**config.mk**
```make
export PLATFORM = sky130hd
export DESIGN_NAME = sleep_state_clock_control
export DESIGN_NICKNAME = d
export VERILOG_FILES = /design/src/logic/bus_clock_monitor.v /design/src/logic/pll_settle_timer.v /design/src/logic/sleep_state_clock_control.v
export VERILOG_INCLUDE_DIRS = /design/src /design/src/logic
export SDC_FILE = /design/constraint.sdc
export NUM_CORES = 1
export LEC_CHECK = 0
export ABC_AREA = 1
export BUFFER_PORTS_ARGS = -buffer_cell sky130_fd_sc_hd__clkbuf_2
export CAP_MARGIN = 20
export CELL_PAD_IN_SITES_DETAIL_PLACEMENT = 1
export CELL_PAD_IN_SITES_GLOBAL_PLACEMENT = 2
export CORE_ASPECT_RATIO = 1.5
export CORE_MARGIN = 8
export CORE_UTILIZATION = 31
export DETAILED_ROUTE_END_ITERATION = 8
export PLACE_DENSITY_LB_ADDON = 0.1
export REMOVE_ABC_BUFFERS = 1
export SETUP_SLACK_MARGIN = 0.3
export SLEW_MARGIN = 20
export SYNTH_ARGS = -nofsm -noshare
export SYNTH_HDL_FRONTEND = slang
export SYNTH_SLANG_ARGS = --single-unit
```
**constraint.sdc**
```tcl
create_clock -name i_mclk -period 1.3 [get_ports i_mclk]
set_input_delay 0.065 -clock i_mclk [delete_from_list [all_inputs] [get_ports i_mclk]]
set_output_delay 0.065 -clock i_mclk [all_outputs]
set_load 0.01 [all_outputs]
```
**src/logic/sleep_consts.vh**
```
// constants for the low-power state controller: state codes and timing counts
// assumes a 125 MHz sampling clock and a bus clock that runs well below it
`ifndef SLEEP_CONSTS_VH
`define SLEEP_CONSTS_VH

// ----------------------------------------------------------------------------
// power state codes
// ----------------------------------------------------------------------------
`define ST_NORMAL        3'h0
`define ST_HALT          3'h1
`define ST_STOP_GRANT    3'h2
`define ST_SNOOP         3'h3
`define ST_SLEEP         3'h4
`define ST_DEEP_SLEEP    3'h5
`define ST_W             3

// ----------------------------------------------------------------------------
// timing
// ----------------------------------------------------------------------------
// 1 ms of settling at the 8 ns sample clock; sized to the counter so
// no bits are dropped; a slower sample clock needs a smaller count
`define SETTLE_CYCLES    17'h1E848
`define SETTLE_W         17
// sample cycles without a bus clock rising edge before the bus clock counts as stopped
`define BUS_STOP_CYCLES  5'h10
`define BUS_STOP_W       5
// reset-low bus clock edges counted in sleep; full reset comes on the edge after this count
`define RESET_HOLD_EDGES 4'hF
`define RESET_HOLD_W     4

`endif

```
**src/logic/bus_clock_monitor.v**
```verilog
// watches the sampled bus clock: rising-edge strobe and stopped level
// assumes i_bus_clk is synchronous to i_mclk and far slower than it
`timescale 1ns/10ps
`default_nettype none
`include "sleep_consts.vh"

module bus_clock_monitor (
    // clock and reset
    input  wire                   i_mclk,
    input  wire                   i_rst_n,
    // sampled bus clock
    input  wire                   i_bus_clk,
    // status
    output reg                    o_rise,
    output reg                    o_stopped
);

    reg                    last_ff;
    reg [`BUS_STOP_W-1:0]  idle_ff;
    wire                   rise;

    assign rise = i_bus_clk & ~last_ff;

    // ------------------------------------------------------------------------
    // edge detect and stop timeout
    // ------------------------------------------------------------------------
    always @(posedge i_mclk or negedge i_rst_n) begin
        if (!i_rst_n) begin
            last_ff   <= 1'b0;
            idle_ff   <= {`BUS_STOP_W{1'b0}};
            o_rise    <= 1'b0;
            o_stopped <= 1'b0;
        end else begin
            last_ff <= i_bus_clk;
            o_rise  <= rise;
            if (rise) begin
                idle_ff   <= {`BUS_STOP_W{1'b0}};
                o_stopped <= 1'b0;
            end else if (idle_ff == `BUS_STOP_CYCLES) begin
                o_stopped <= 1'b1;
            end else begin
                idle_ff <= idle_ff + {{(`BUS_STOP_W-1){1'b0}}, 1'b1};
            end
        end
    end

endmodule // bus_clock_monitor

`default_nettype wire

```
**src/logic/pll_settle_timer.v**
```verilog
// counts the pll settling wait after the bus clock restarts
// assumes i_run stays high for the whole wait; a drop restarts the count
`timescale 1ns/10ps
`default_nettype none
`include "sleep_consts.vh"

module pll_settle_timer #(
    parameter [`SETTLE_W-1:0] SETTLE_CYCLES = `SETTLE_CYCLES
) (
    // clock and reset
    input  wire                 i_mclk,
    input  wire                 i_rst_n,
    // control
    input  wire                 i_run,
    // status
    output reg                  o_done
);

    reg [`SETTLE_W-1:0] count_ff;

    // ------------------------------------------------------------------------
    // settle counter
    // ------------------------------------------------------------------------
    always @(posedge i_mclk or negedge i_rst_n) begin
        if (!i_rst_n) begin
            count_ff <= {`SETTLE_W{1'b0}};
            o_done   <= 1'b0;
        end else if (!i_run) begin
            count_ff <= {`SETTLE_W{1'b0}};
            o_done   <= 1'b0;
        end else if (count_ff >= SETTLE_CYCLES - 1'b1) begin
            o_done <= 1'b1;
        end else begin
            count_ff <= count_ff + {{(`SETTLE_W-1){1'b0}}, 1'b1};
        end
    end

endmodule // pll_settle_timer

`default_nettype wire

```
**src/logic/sleep_state_clock_control.v**
```verilog
// low-power state controller: normal, halt, stop-grant, snoop, sleep, deep sleep
// assumes all request pins are synchronous to i_mclk and that the bus clock
// arrives as a sampled input; the chipset keeps its own side of the protocol
`timescale 1ns/10ps
`default_nettype none
`include "sleep_consts.vh"

module sleep_state_clock_control #(
    parameter [`SETTLE_W-1:0] SETTLE_CYCLES = `SETTLE_CYCLES
) (
    // clock and reset
    input  wire                 i_mclk,
    input  wire                 i_rst_n,
    // bus clock, sampled
    input  wire                 i_bus_clk,
    // power-management requests from the chipset
    input  wire                 i_sleep_request_n,
    input  wire                 i_stop_clock_request_n,
    input  wire                 i_bus_reset_n,
    // core events
    input  wire                 i_halt_exec,
    input  wire                 i_wake_event,
    input  wire                 i_irq_event,
    input  wire                 i_irq_ack,
    // snoop traffic
    input  wire                 i_snoop_start,
    input  wire                 i_snoop_done,
    // state and clock enables
    output reg  [`ST_W-1:0]     o_state,
    output reg                  o_core_clk_en,
    output reg                  o_pll_lock_hold,
    output reg                  o_l2_clk_en,
    output reg                  o_snoop_en,
    output reg                  o_irq_latch_en,
    output reg                  o_interrupt_controller_clock_req,
    // events
    output reg                  o_irq_pending,
    output reg                  o_full_reset,
    output reg                  o_bus_edge
);

    // ------------------------------------------------------------------------
    // declarations
    // ------------------------------------------------------------------------
    reg  [`ST_W-1:0]         nxt_state;
    reg                      from_halt_ff;
    reg                      nxt_from_halt;
    reg  [`RESET_HOLD_W-1:0] rst_hold_ff;
    reg  [`RESET_HOLD_W-1:0] nxt_rst_hold;
    reg                      nxt_full_reset;
    reg                      sleep_req_ff;
    reg                      stop_req_ff;
    reg                      bus_rst_ff;
    reg                      snoop_start_ff;
    reg                      snoop_done_ff;
    wire                     bus_rise;
    wire                     bus_stopped;
    wire                     settle_done;
    wire                     settle_run;
    wire                     asleep;
    wire                     irq_take;

    // ------------------------------------------------------------------------
    // bus clock watch and pll settling
    // ------------------------------------------------------------------------
    bus_clock_monitor u_bus_clock_monitor (
        .i_mclk    (i_mclk),
        .i_rst_n   (i_rst_n),
        .i_bus_clk (i_bus_clk),
        .o_rise    (bus_rise),
        .o_stopped (bus_stopped)
    );

    assign settle_run = (o_state == `ST_DEEP_SLEEP) && !bus_stopped;

    pll_settle_timer #(
        .SETTLE_CYCLES (SETTLE_CYCLES)
    ) u_pll_settle_timer (
        .i_mclk  (i_mclk),
        .i_rst_n (i_rst_n),
        .i_run   (settle_run),
        .o_done  (settle_done)
    );

    assign asleep = (o_state == `ST_SLEEP) || (o_state == `ST_DEEP_SLEEP);

    // ------------------------------------------------------------------------
    // bus-side sampling
    // ------------------------------------------------------------------------
    // sample on rising edge
    // requests only move on a bus clock rising edge, so a pulse shorter
    // than one bus period may be missed; the chipset holds them longer
    always @(posedge i_mclk or negedge i_rst_n) begin
        if (!i_rst_n) begin
            sleep_req_ff   <= 1'b0;
            stop_req_ff    <= 1'b0;
            bus_rst_ff     <= 1'b0;
            snoop_start_ff <= 1'b0;
            snoop_done_ff  <= 1'b0;
        end else if (bus_rise) begin
            sleep_req_ff   <= ~i_sleep_request_n;
            stop_req_ff    <= ~i_stop_clock_request_n;
            bus_rst_ff     <= ~i_bus_reset_n;
            snoop_start_ff <= i_snoop_start;
            snoop_done_ff  <= i_snoop_done;
        end else begin
            snoop_start_ff <= 1'b0;
            snoop_done_ff  <= 1'b0;
        end
    end

    // ------------------------------------------------------------------------
    // next state
    // ------------------------------------------------------------------------
    always @* begin
        nxt_state      = o_state;
        nxt_from_halt  = from_halt_ff;
        nxt_rst_hold   = rst_hold_ff;
        nxt_full_reset = 1'b0;
        case (o_state)
            `ST_NORMAL: begin
                if (bus_rst_ff && bus_rise) begin
                    nxt_full_reset = 1'b1;
                end else if (stop_req_ff) begin
                    nxt_state     = `ST_STOP_GRANT;
                    nxt_from_halt = 1'b0;
                end else if (i_halt_exec) begin
                    nxt_state = `ST_HALT;
                end
            end
            `ST_HALT: begin
                if (bus_rst_ff && bus_rise) begin
                    nxt_state      = `ST_NORMAL;
                    nxt_full_reset = 1'b1;
                end else if (snoop_start_ff) begin
                    nxt_state     = `ST_SNOOP;
                    nxt_from_halt = 1'b1;
                end else if (stop_req_ff) begin
                    nxt_state     = `ST_STOP_GRANT;
                    nxt_from_halt = 1'b1;
                end else if (i_wake_event) begin
                    nxt_state = `ST_NORMAL;
                end
            end
            `ST_STOP_GRANT: begin
                // reset here reinitialises but keeps stop-grant
                if (bus_rst_ff && bus_rise) begin
                    nxt_full_reset = 1'b1;
                    nxt_from_halt  = 1'b0;
                end else if (snoop_start_ff) begin
                    nxt_state = `ST_SNOOP;
                end else if (sleep_req_ff) begin
                    nxt_state    = `ST_SLEEP;
                    nxt_rst_hold = {`RESET_HOLD_W{1'b0}};
                end else if (!stop_req_ff) begin
                    nxt_state = from_halt_ff ? `ST_HALT : `ST_NORMAL;
                end
            end
            `ST_SNOOP: begin
                // the snoop returns to halt when from_halt_ff is set and no stop request is held, else to stop-grant
                if (snoop_done_ff) begin
                    if (from_halt_ff && !stop_req_ff) begin
                        nxt_state = `ST_HALT;
                    end else begin
                        nxt_state     = `ST_STOP_GRANT;
                        nxt_from_halt = from_halt_ff && stop_req_ff;
                    end
                end
            end
            `ST_SLEEP: begin
                // stopped clock is deep sleep
                // seen only after the stop timeout, so a clock held low
                // for less than that counts as slow, not stopped
                if (bus_stopped) begin
                    nxt_state = `ST_DEEP_SLEEP;
                end else if (bus_rise && bus_rst_ff) begin
                    if (rst_hold_ff == `RESET_HOLD_EDGES) begin
                        nxt_state      = `ST_NORMAL;
                        nxt_full_reset = 1'b1;
                        nxt_from_halt  = 1'b0;
                        nxt_rst_hold   = {`RESET_HOLD_W{1'b0}};
                    end else begin
                        nxt_rst_hold = rst_hold_ff + {{(`RESET_HOLD_W-1){1'b0}}, 1'b1};
                    end
                end else if (bus_rise) begin
                    nxt_rst_hold = {`RESET_HOLD_W{1'b0}};
                    if (!sleep_req_ff) begin
                        nxt_state = `ST_STOP_GRANT;
                    end
                end
            end
            `ST_DEEP_SLEEP: begin
                if (settle_done) begin
                    nxt_state    = `ST_SLEEP;
                    nxt_rst_hold = {`RESET_HOLD_W{1'b0}};
                end
            end
            default: begin
                // spare codes fall back to normal
                nxt_state = `ST_NORMAL;
            end
        endcase
    end

    // ------------------------------------------------------------------------
    // state and registered outputs
    // ------------------------------------------------------------------------
    always @(posedge i_mclk or negedge i_rst_n) begin
        if (!i_rst_n) begin
            o_state                          <= `ST_NORMAL;
            from_halt_ff                     <= 1'b0;
            rst_hold_ff                      <= {`RESET_HOLD_W{1'b0}};
            o_full_reset                     <= 1'b0;
            o_bus_edge                       <= 1'b0;
            o_core_clk_en                    <= 1'b1;
            o_pll_lock_hold                  <= 1'b1;
            o_l2_clk_en                      <= 1'b1;
            o_snoop_en                       <= 1'b1;
            o_irq_latch_en                   <= 1'b1;
            o_interrupt_controller_clock_req <= 1'b1;
        end else begin
            o_state      <= nxt_state;
            from_halt_ff <= nxt_from_halt;
            rst_hold_ff  <= nxt_rst_hold;
            o_full_reset <= nxt_full_reset;
            o_bus_edge   <= bus_rise;
            o_core_clk_en <= (nxt_state == `ST_NORMAL);
            o_pll_lock_hold <= (nxt_state != `ST_DEEP_SLEEP);
            o_l2_clk_en <= (nxt_state != `ST_DEEP_SLEEP);
            o_snoop_en <= (nxt_state != `ST_SLEEP) && (nxt_state != `ST_DEEP_SLEEP);
            o_irq_latch_en <= (nxt_state != `ST_SLEEP) && (nxt_state != `ST_DEEP_SLEEP);
            o_interrupt_controller_clock_req <= (nxt_state != `ST_SLEEP) &&
                                                (nxt_state != `ST_DEEP_SLEEP);
        end
    end

    // ------------------------------------------------------------------------
    // pending interrupt latch
    // ------------------------------------------------------------------------
    // ignored while asleep
    // events are dropped, not held, while asleep; the chipset must
    // raise them again once the core is back in stop-grant
    assign irq_take = i_irq_event && !asleep;

    // set beats ack so an event landing on the clear cycle survives
    always @(posedge i_mclk or negedge i_rst_n) begin
        if (!i_rst_n) begin
            o_irq_pending <= 1'b0;
        end else if (irq_take) begin
            o_irq_pending <= 1'b1;
        end else if (i_irq_ack) begin
            o_irq_pending <= 1'b0;
        end
    end

endmodule // sleep_state_clock_control

`default_nettype wire

```
==> qor.json <==
{
  "synthesis": {
    "synthesis.instances": 371,
    "syn-mean-instance-area_um2": 7.25,
    "adder_cell_area_share_of_the_yosys_netlist": 0.0186,
    "synthArstFlopShare": 1.00,
    "synth_xor_xnor_area_share": 0.0261,
    "yosys_warnings": 0,
    "synth_seq_cells": 45,
    "synth_compound_area_frac": 0.0670,
    "mappedNetlistArea_um2": 2690,
    "synthDistinctLibCells": 32,
    "post_synth_mux_area_share": 0.00372,
    "synth_seq_area_share": 0.420,
    "synth-simple-area-share": 0.389,
    "yosys_most_used_dff": "sky130_fd_sc_hd__dfrtp_1",
    "number_of_flops_mapped_to_enable_cells_by_yosys": 0,
    "synth_top_family_by_area": "simple AND/OR/NAND/NOR gates"
  },
  "worst_setup_path": {
    "crit-reg2reg-capture": "u_pll_settle_timer.count_ff[8]$_DFFE_PN0P_",
    "r2r_slack_ns": -0.15,
    "startpoint": "u_pll_settle_timer.count_ff[1]$_DFFE_PN0P_",
    "r2r_start": "u_pll_settle_timer.count_ff[1]$_DFFE_PN0P_",
    "timing.critical_path.to": "u_pll_settle_timer.count_ff[8]$_DFFE_PN0P_",
    "ff2ff_path_depth": 8,
    "end_kind": "flip-flop",
    "worst_ep_arrival_time_ns": 1.64,
    "path_cells": "buf_6 -> nand3_4 -> nand4_1 -> nand2_2 -> nand3_4 -> buf_6 -> nand4_1 -> nand2_1",
    "cpMaxStageDelayCell": "sky130_fd_sc_hd__dfrtp_2",
    "critical_path.max_fanout": 6,
    "worst-setup-path-type": "flip-flop to flip-flop",
    "critical_path.startpoint_type": "flip-flop",
    "cpPeakStageDelay_ns": 0.44,
    "worst-endpoint-required_ns": 1.49
  },
  "detailed_routing": {
    "detailedRoute.firstPassIterationCount": 4,
    "routed-via-count": 3071,
    "avgViaCountPerCell": 4.99,
    "routedWlPerCell_um": 17.6,
    "detail_route.wirelength_um": 10800,
    "drc_errors": 0,
    "detailedRoute.firstIterationViolations": 107,
    "detail-route-antenna-nets": 0
  },
  "sta": {
    "timing.final.crit_share": 1.12,
    "fmaxAchievable_ghz": 0.688,
    "worst_pin_slew_ns": 0.516,
    "setup_repair_after_global_routing_missed_its_margin": "true",
    "worst_hold_slack_ns": 0.134,
    "slew-limit-headroom": 0.656,
    "drv_slew": 0,
    "finalClockSkew_ns": 0.00896,
    "final-setup-viol-count": 28,
    "post-route-min-period_ns": 1.45,
    "layout_setup_ws_ns": -0.153,
    "final-hold-violation-count": 0
  },
  "floorplan": {
    "start_util": 0.320,
    "die-height_um": 130,
    "core_area_um2": 8410,
    "fp.dieW_um": 92.0,
    "dieArea_um2": 12000,
    "fp-row-count": 41,
    "ios": 24
  },
  "clocking": {
    "tritoncts.num_buffers": 5,
    "tritoncts_num_sinks": 45,
    "clkLatencyLatePin_ns": 0.30,
    "root_buffer": "sky130_fd_sc_hd__clkbuf_16",
    "cts_tree": "built",
    "worst_setup_hold_path_clk_slew_ns": 0.07,
    "maximum_number_of_buffers_from_clock_root_to_sink": 2,
    "h-tree-depth": 2
  },
  "cells_and_area": {
    "mostFrequentLayoutCell": "sky130_fd_sc_hd__nand2_1",
    "antenna_cells_inserted": 0,
    "top_library_cells_by_usage_in_the_layout_fill_and_taps_aside": "72 x sky130_fd_sc_hd__nand2_1, 66 x sky130_fd_sc_hd__buf_4, 44 x sky130_fd_sc_hd__buf_6",
    "postLayoutCoreUtil": 0.560,
    "nets": 523,
    "drive_gt1_frac": 0.533,
    "areaGrowthSynthToFinish_pct": 75.2
  },
  "grt": {
    "residual_overflow_from_global_routing": 0,
    "grt_pass1_vias": 3270,
    "grt_first_pass_wirelength_um": 16600,
    "antenna_found_initial": 0,
    "grt_start_max_net_pins": 20,
    "groute.usage.overall": 0.179
  },
  "placed_design": {
    "port_buffers": 23,
    "detailedPlacementHpwl_um": 7260,
    "place.gp.congestion": 0.842
  },
  "pwr": {
    "peakVddDrop_v": 0.000645,
    "leakage_nw": 2.18,
    "power.density_nw_per_um2": 1320
  },
  "run_status": {
    "status": "complete, but fails checks",
    "failed_checks": "negative setup slack"
  },
  "job": {
    "cap_viol_max_count": 0
  },
  "hold_path": {
    "timing.hold.worst.class": "input port to flip-flop"
  }
}
[power by group]
group          internal [mW]  switching (mW)  leakage (nW)  total, mW
Sequential              1.60           0.254         0.586       1.85
Clock                  0.724           0.624        0.0704       1.35
Combinational           1.48            1.53          1.52       3.01
[worst max-delay path, delay by kind of cell (launching register included)]
kind                   cells  cell delay, ns
DFF                        1            0.44
buffers and inverters      2            0.31
and+or+nand+nor            6            0.59
[synth_stat cells, types with 2 or more instances]
cell | number | area share
sky130_fd_sc_hd__o21bai_1 | 4 | 0.011
sky130_fd_sc_hd__nand4_1 | 23 | 0.054
sky130_fd_sc_hd__or2_2 | 3 | 0.0070
sky130_fd_sc_hd__nor2_1 | 61 | 0.085
sky130_fd_sc_hd__nor2_2 | 2 | 0.0047
sky130_fd_sc_hd__nand3_1 | 26 | 0.048
sky130_fd_sc_hd__dfstp_2 | 3 | 0.029
sky130_fd_sc_hd__buf_4 | 6 | 0.017
sky130_fd_sc_hd__inv_1 | 29 | 0.040
sky130_fd_sc_hd__o22ai_1 | 2 | 0.0047
sky130_fd_sc_hd__dfrtp_1 | 42 | 0.39
sky130_fd_sc_hd__nor3_1 | 5 | 0.0093
sky130_fd_sc_hd__nand2_1 | 110 | 0.15
sky130_fd_sc_hd__buf_2 | 2 | 0.0037
sky130_fd_sc_hd__ha_1 | 4 | 0.019
sky130_fd_sc_hd__o21ai_0 | 18 | 0.034
sky130_fd_sc_hd__buf_6 | 2 | 0.0084
sky130_fd_sc_hd__a21oi_1 | 5 | 0.0093
sky130_fd_sc_hd__xor2_1 | 5 | 0.016
sky130_fd_sc_hd__xnor2_1 | 3 | 0.0098
sky130_fd_sc_hd__inv_2 | 3 | 0.0042
sky130_fd_sc_hd__nand2_2 | 2 | 0.0047
sky130_fd_sc_hd__nand3_2 | 2 | 0.0074
[routing by layer]
metal,wire length (um),GRT usage,share of wire,up-vias
met2,6430,0.366,0.59,44
met3,259,0.0264,0.024,25
met5,0,0,0,-
met1,3750,0.166,0.35,1519
met4,388,0.0857,0.036,0
li1,-,-,-,1483
[worst min-delay path by stage]
stage | start | endpoint | slack, ns | cells after the start
4_1_cts | i_bus_clk | u_bus_clock_monitor.o_rise$_DFF_PN0_ | 0.08 | 3
3_3_place_gp | i_rst_n | u_pll_settle_timer.count_ff[14]$_DFFE_PN0P_ | 0.05 | 1
3_5_place_dp | i_rst_n | u_pll_settle_timer.count_ff[14]$_DFFE_PN0P_ | 0.05 | 1
5_1_grt | i_bus_clk | u_bus_clock_monitor.o_rise$_DFF_PN0_ | 0.15 | 3
2_1_floorplan | i_rst_n | bus_rst_ff$_DFFE_PN0P_ | -0.23 | 0
6_report | i_bus_clk | u_bus_clock_monitor.o_rise$_DFF_PN0_ | 0.13 | 3
[cells by family after synthesis]
group                    after synthesis
AO/OA/AOI/OAI                         32
XOR/XNOR                               8
adder cells (fa/ha/maj)                4
buffers and inverters                 43
flip-flops                            45
multiplexers                           1
AND/OR/NAND/NOR                      238
[flip-flops by register name (all words and copies together) (netlist names), 3 cells and up]
name / count
o_state: 3
rst_hold_ff: 4
u_bus_clock_monitor.idle_ff: 5
u_pll_settle_timer.count_ff: 17
[repair_timing]
action / in CTS / in global routing
hold endpoints to repair: 17 / 0
gates resized for setup: 104 / 128
pin swaps: 33 / 49
cloned: 2 / 0
setup buffers: 13 / 14
hold buffers: 9 / 0
setup endpoints to repair: 46 / 48
[cell type report]
class / count / area [um2]
Fill cell: 1009 / 3700
Multi-Input combinational cell: 284 / 1900
Timing Repair Buffer: 138 / 1250
Sequential cell: 45 / 1140
Inverter: 33 / 146
Tap cell: 107 / 134
Clock buffer: 5 / 125
Clock inverter: 3 / 25.0
[stage by stage]
stage / cells / power [mW] / TNS [ns] / area, um2 / setup slack, ns
final: 615 / 6.22 / -2.52 / 4710 / -0.153
after global routing: 615 / 6.56 / -4.39 / 4710 / -0.215
after CTS: 601 / 5.51 / -1.66 / 4190 / -0.109
after detailed placement: 569 / 3.45 / -4.15 / 3470 / -0.249
after global placement: 569 / 3.41 / -3.17 / 3470 / -0.210
after floorplan: 361 / 2.54 / -3.84 / 2610 / -0.226
(Power assumes the default switching activity.)
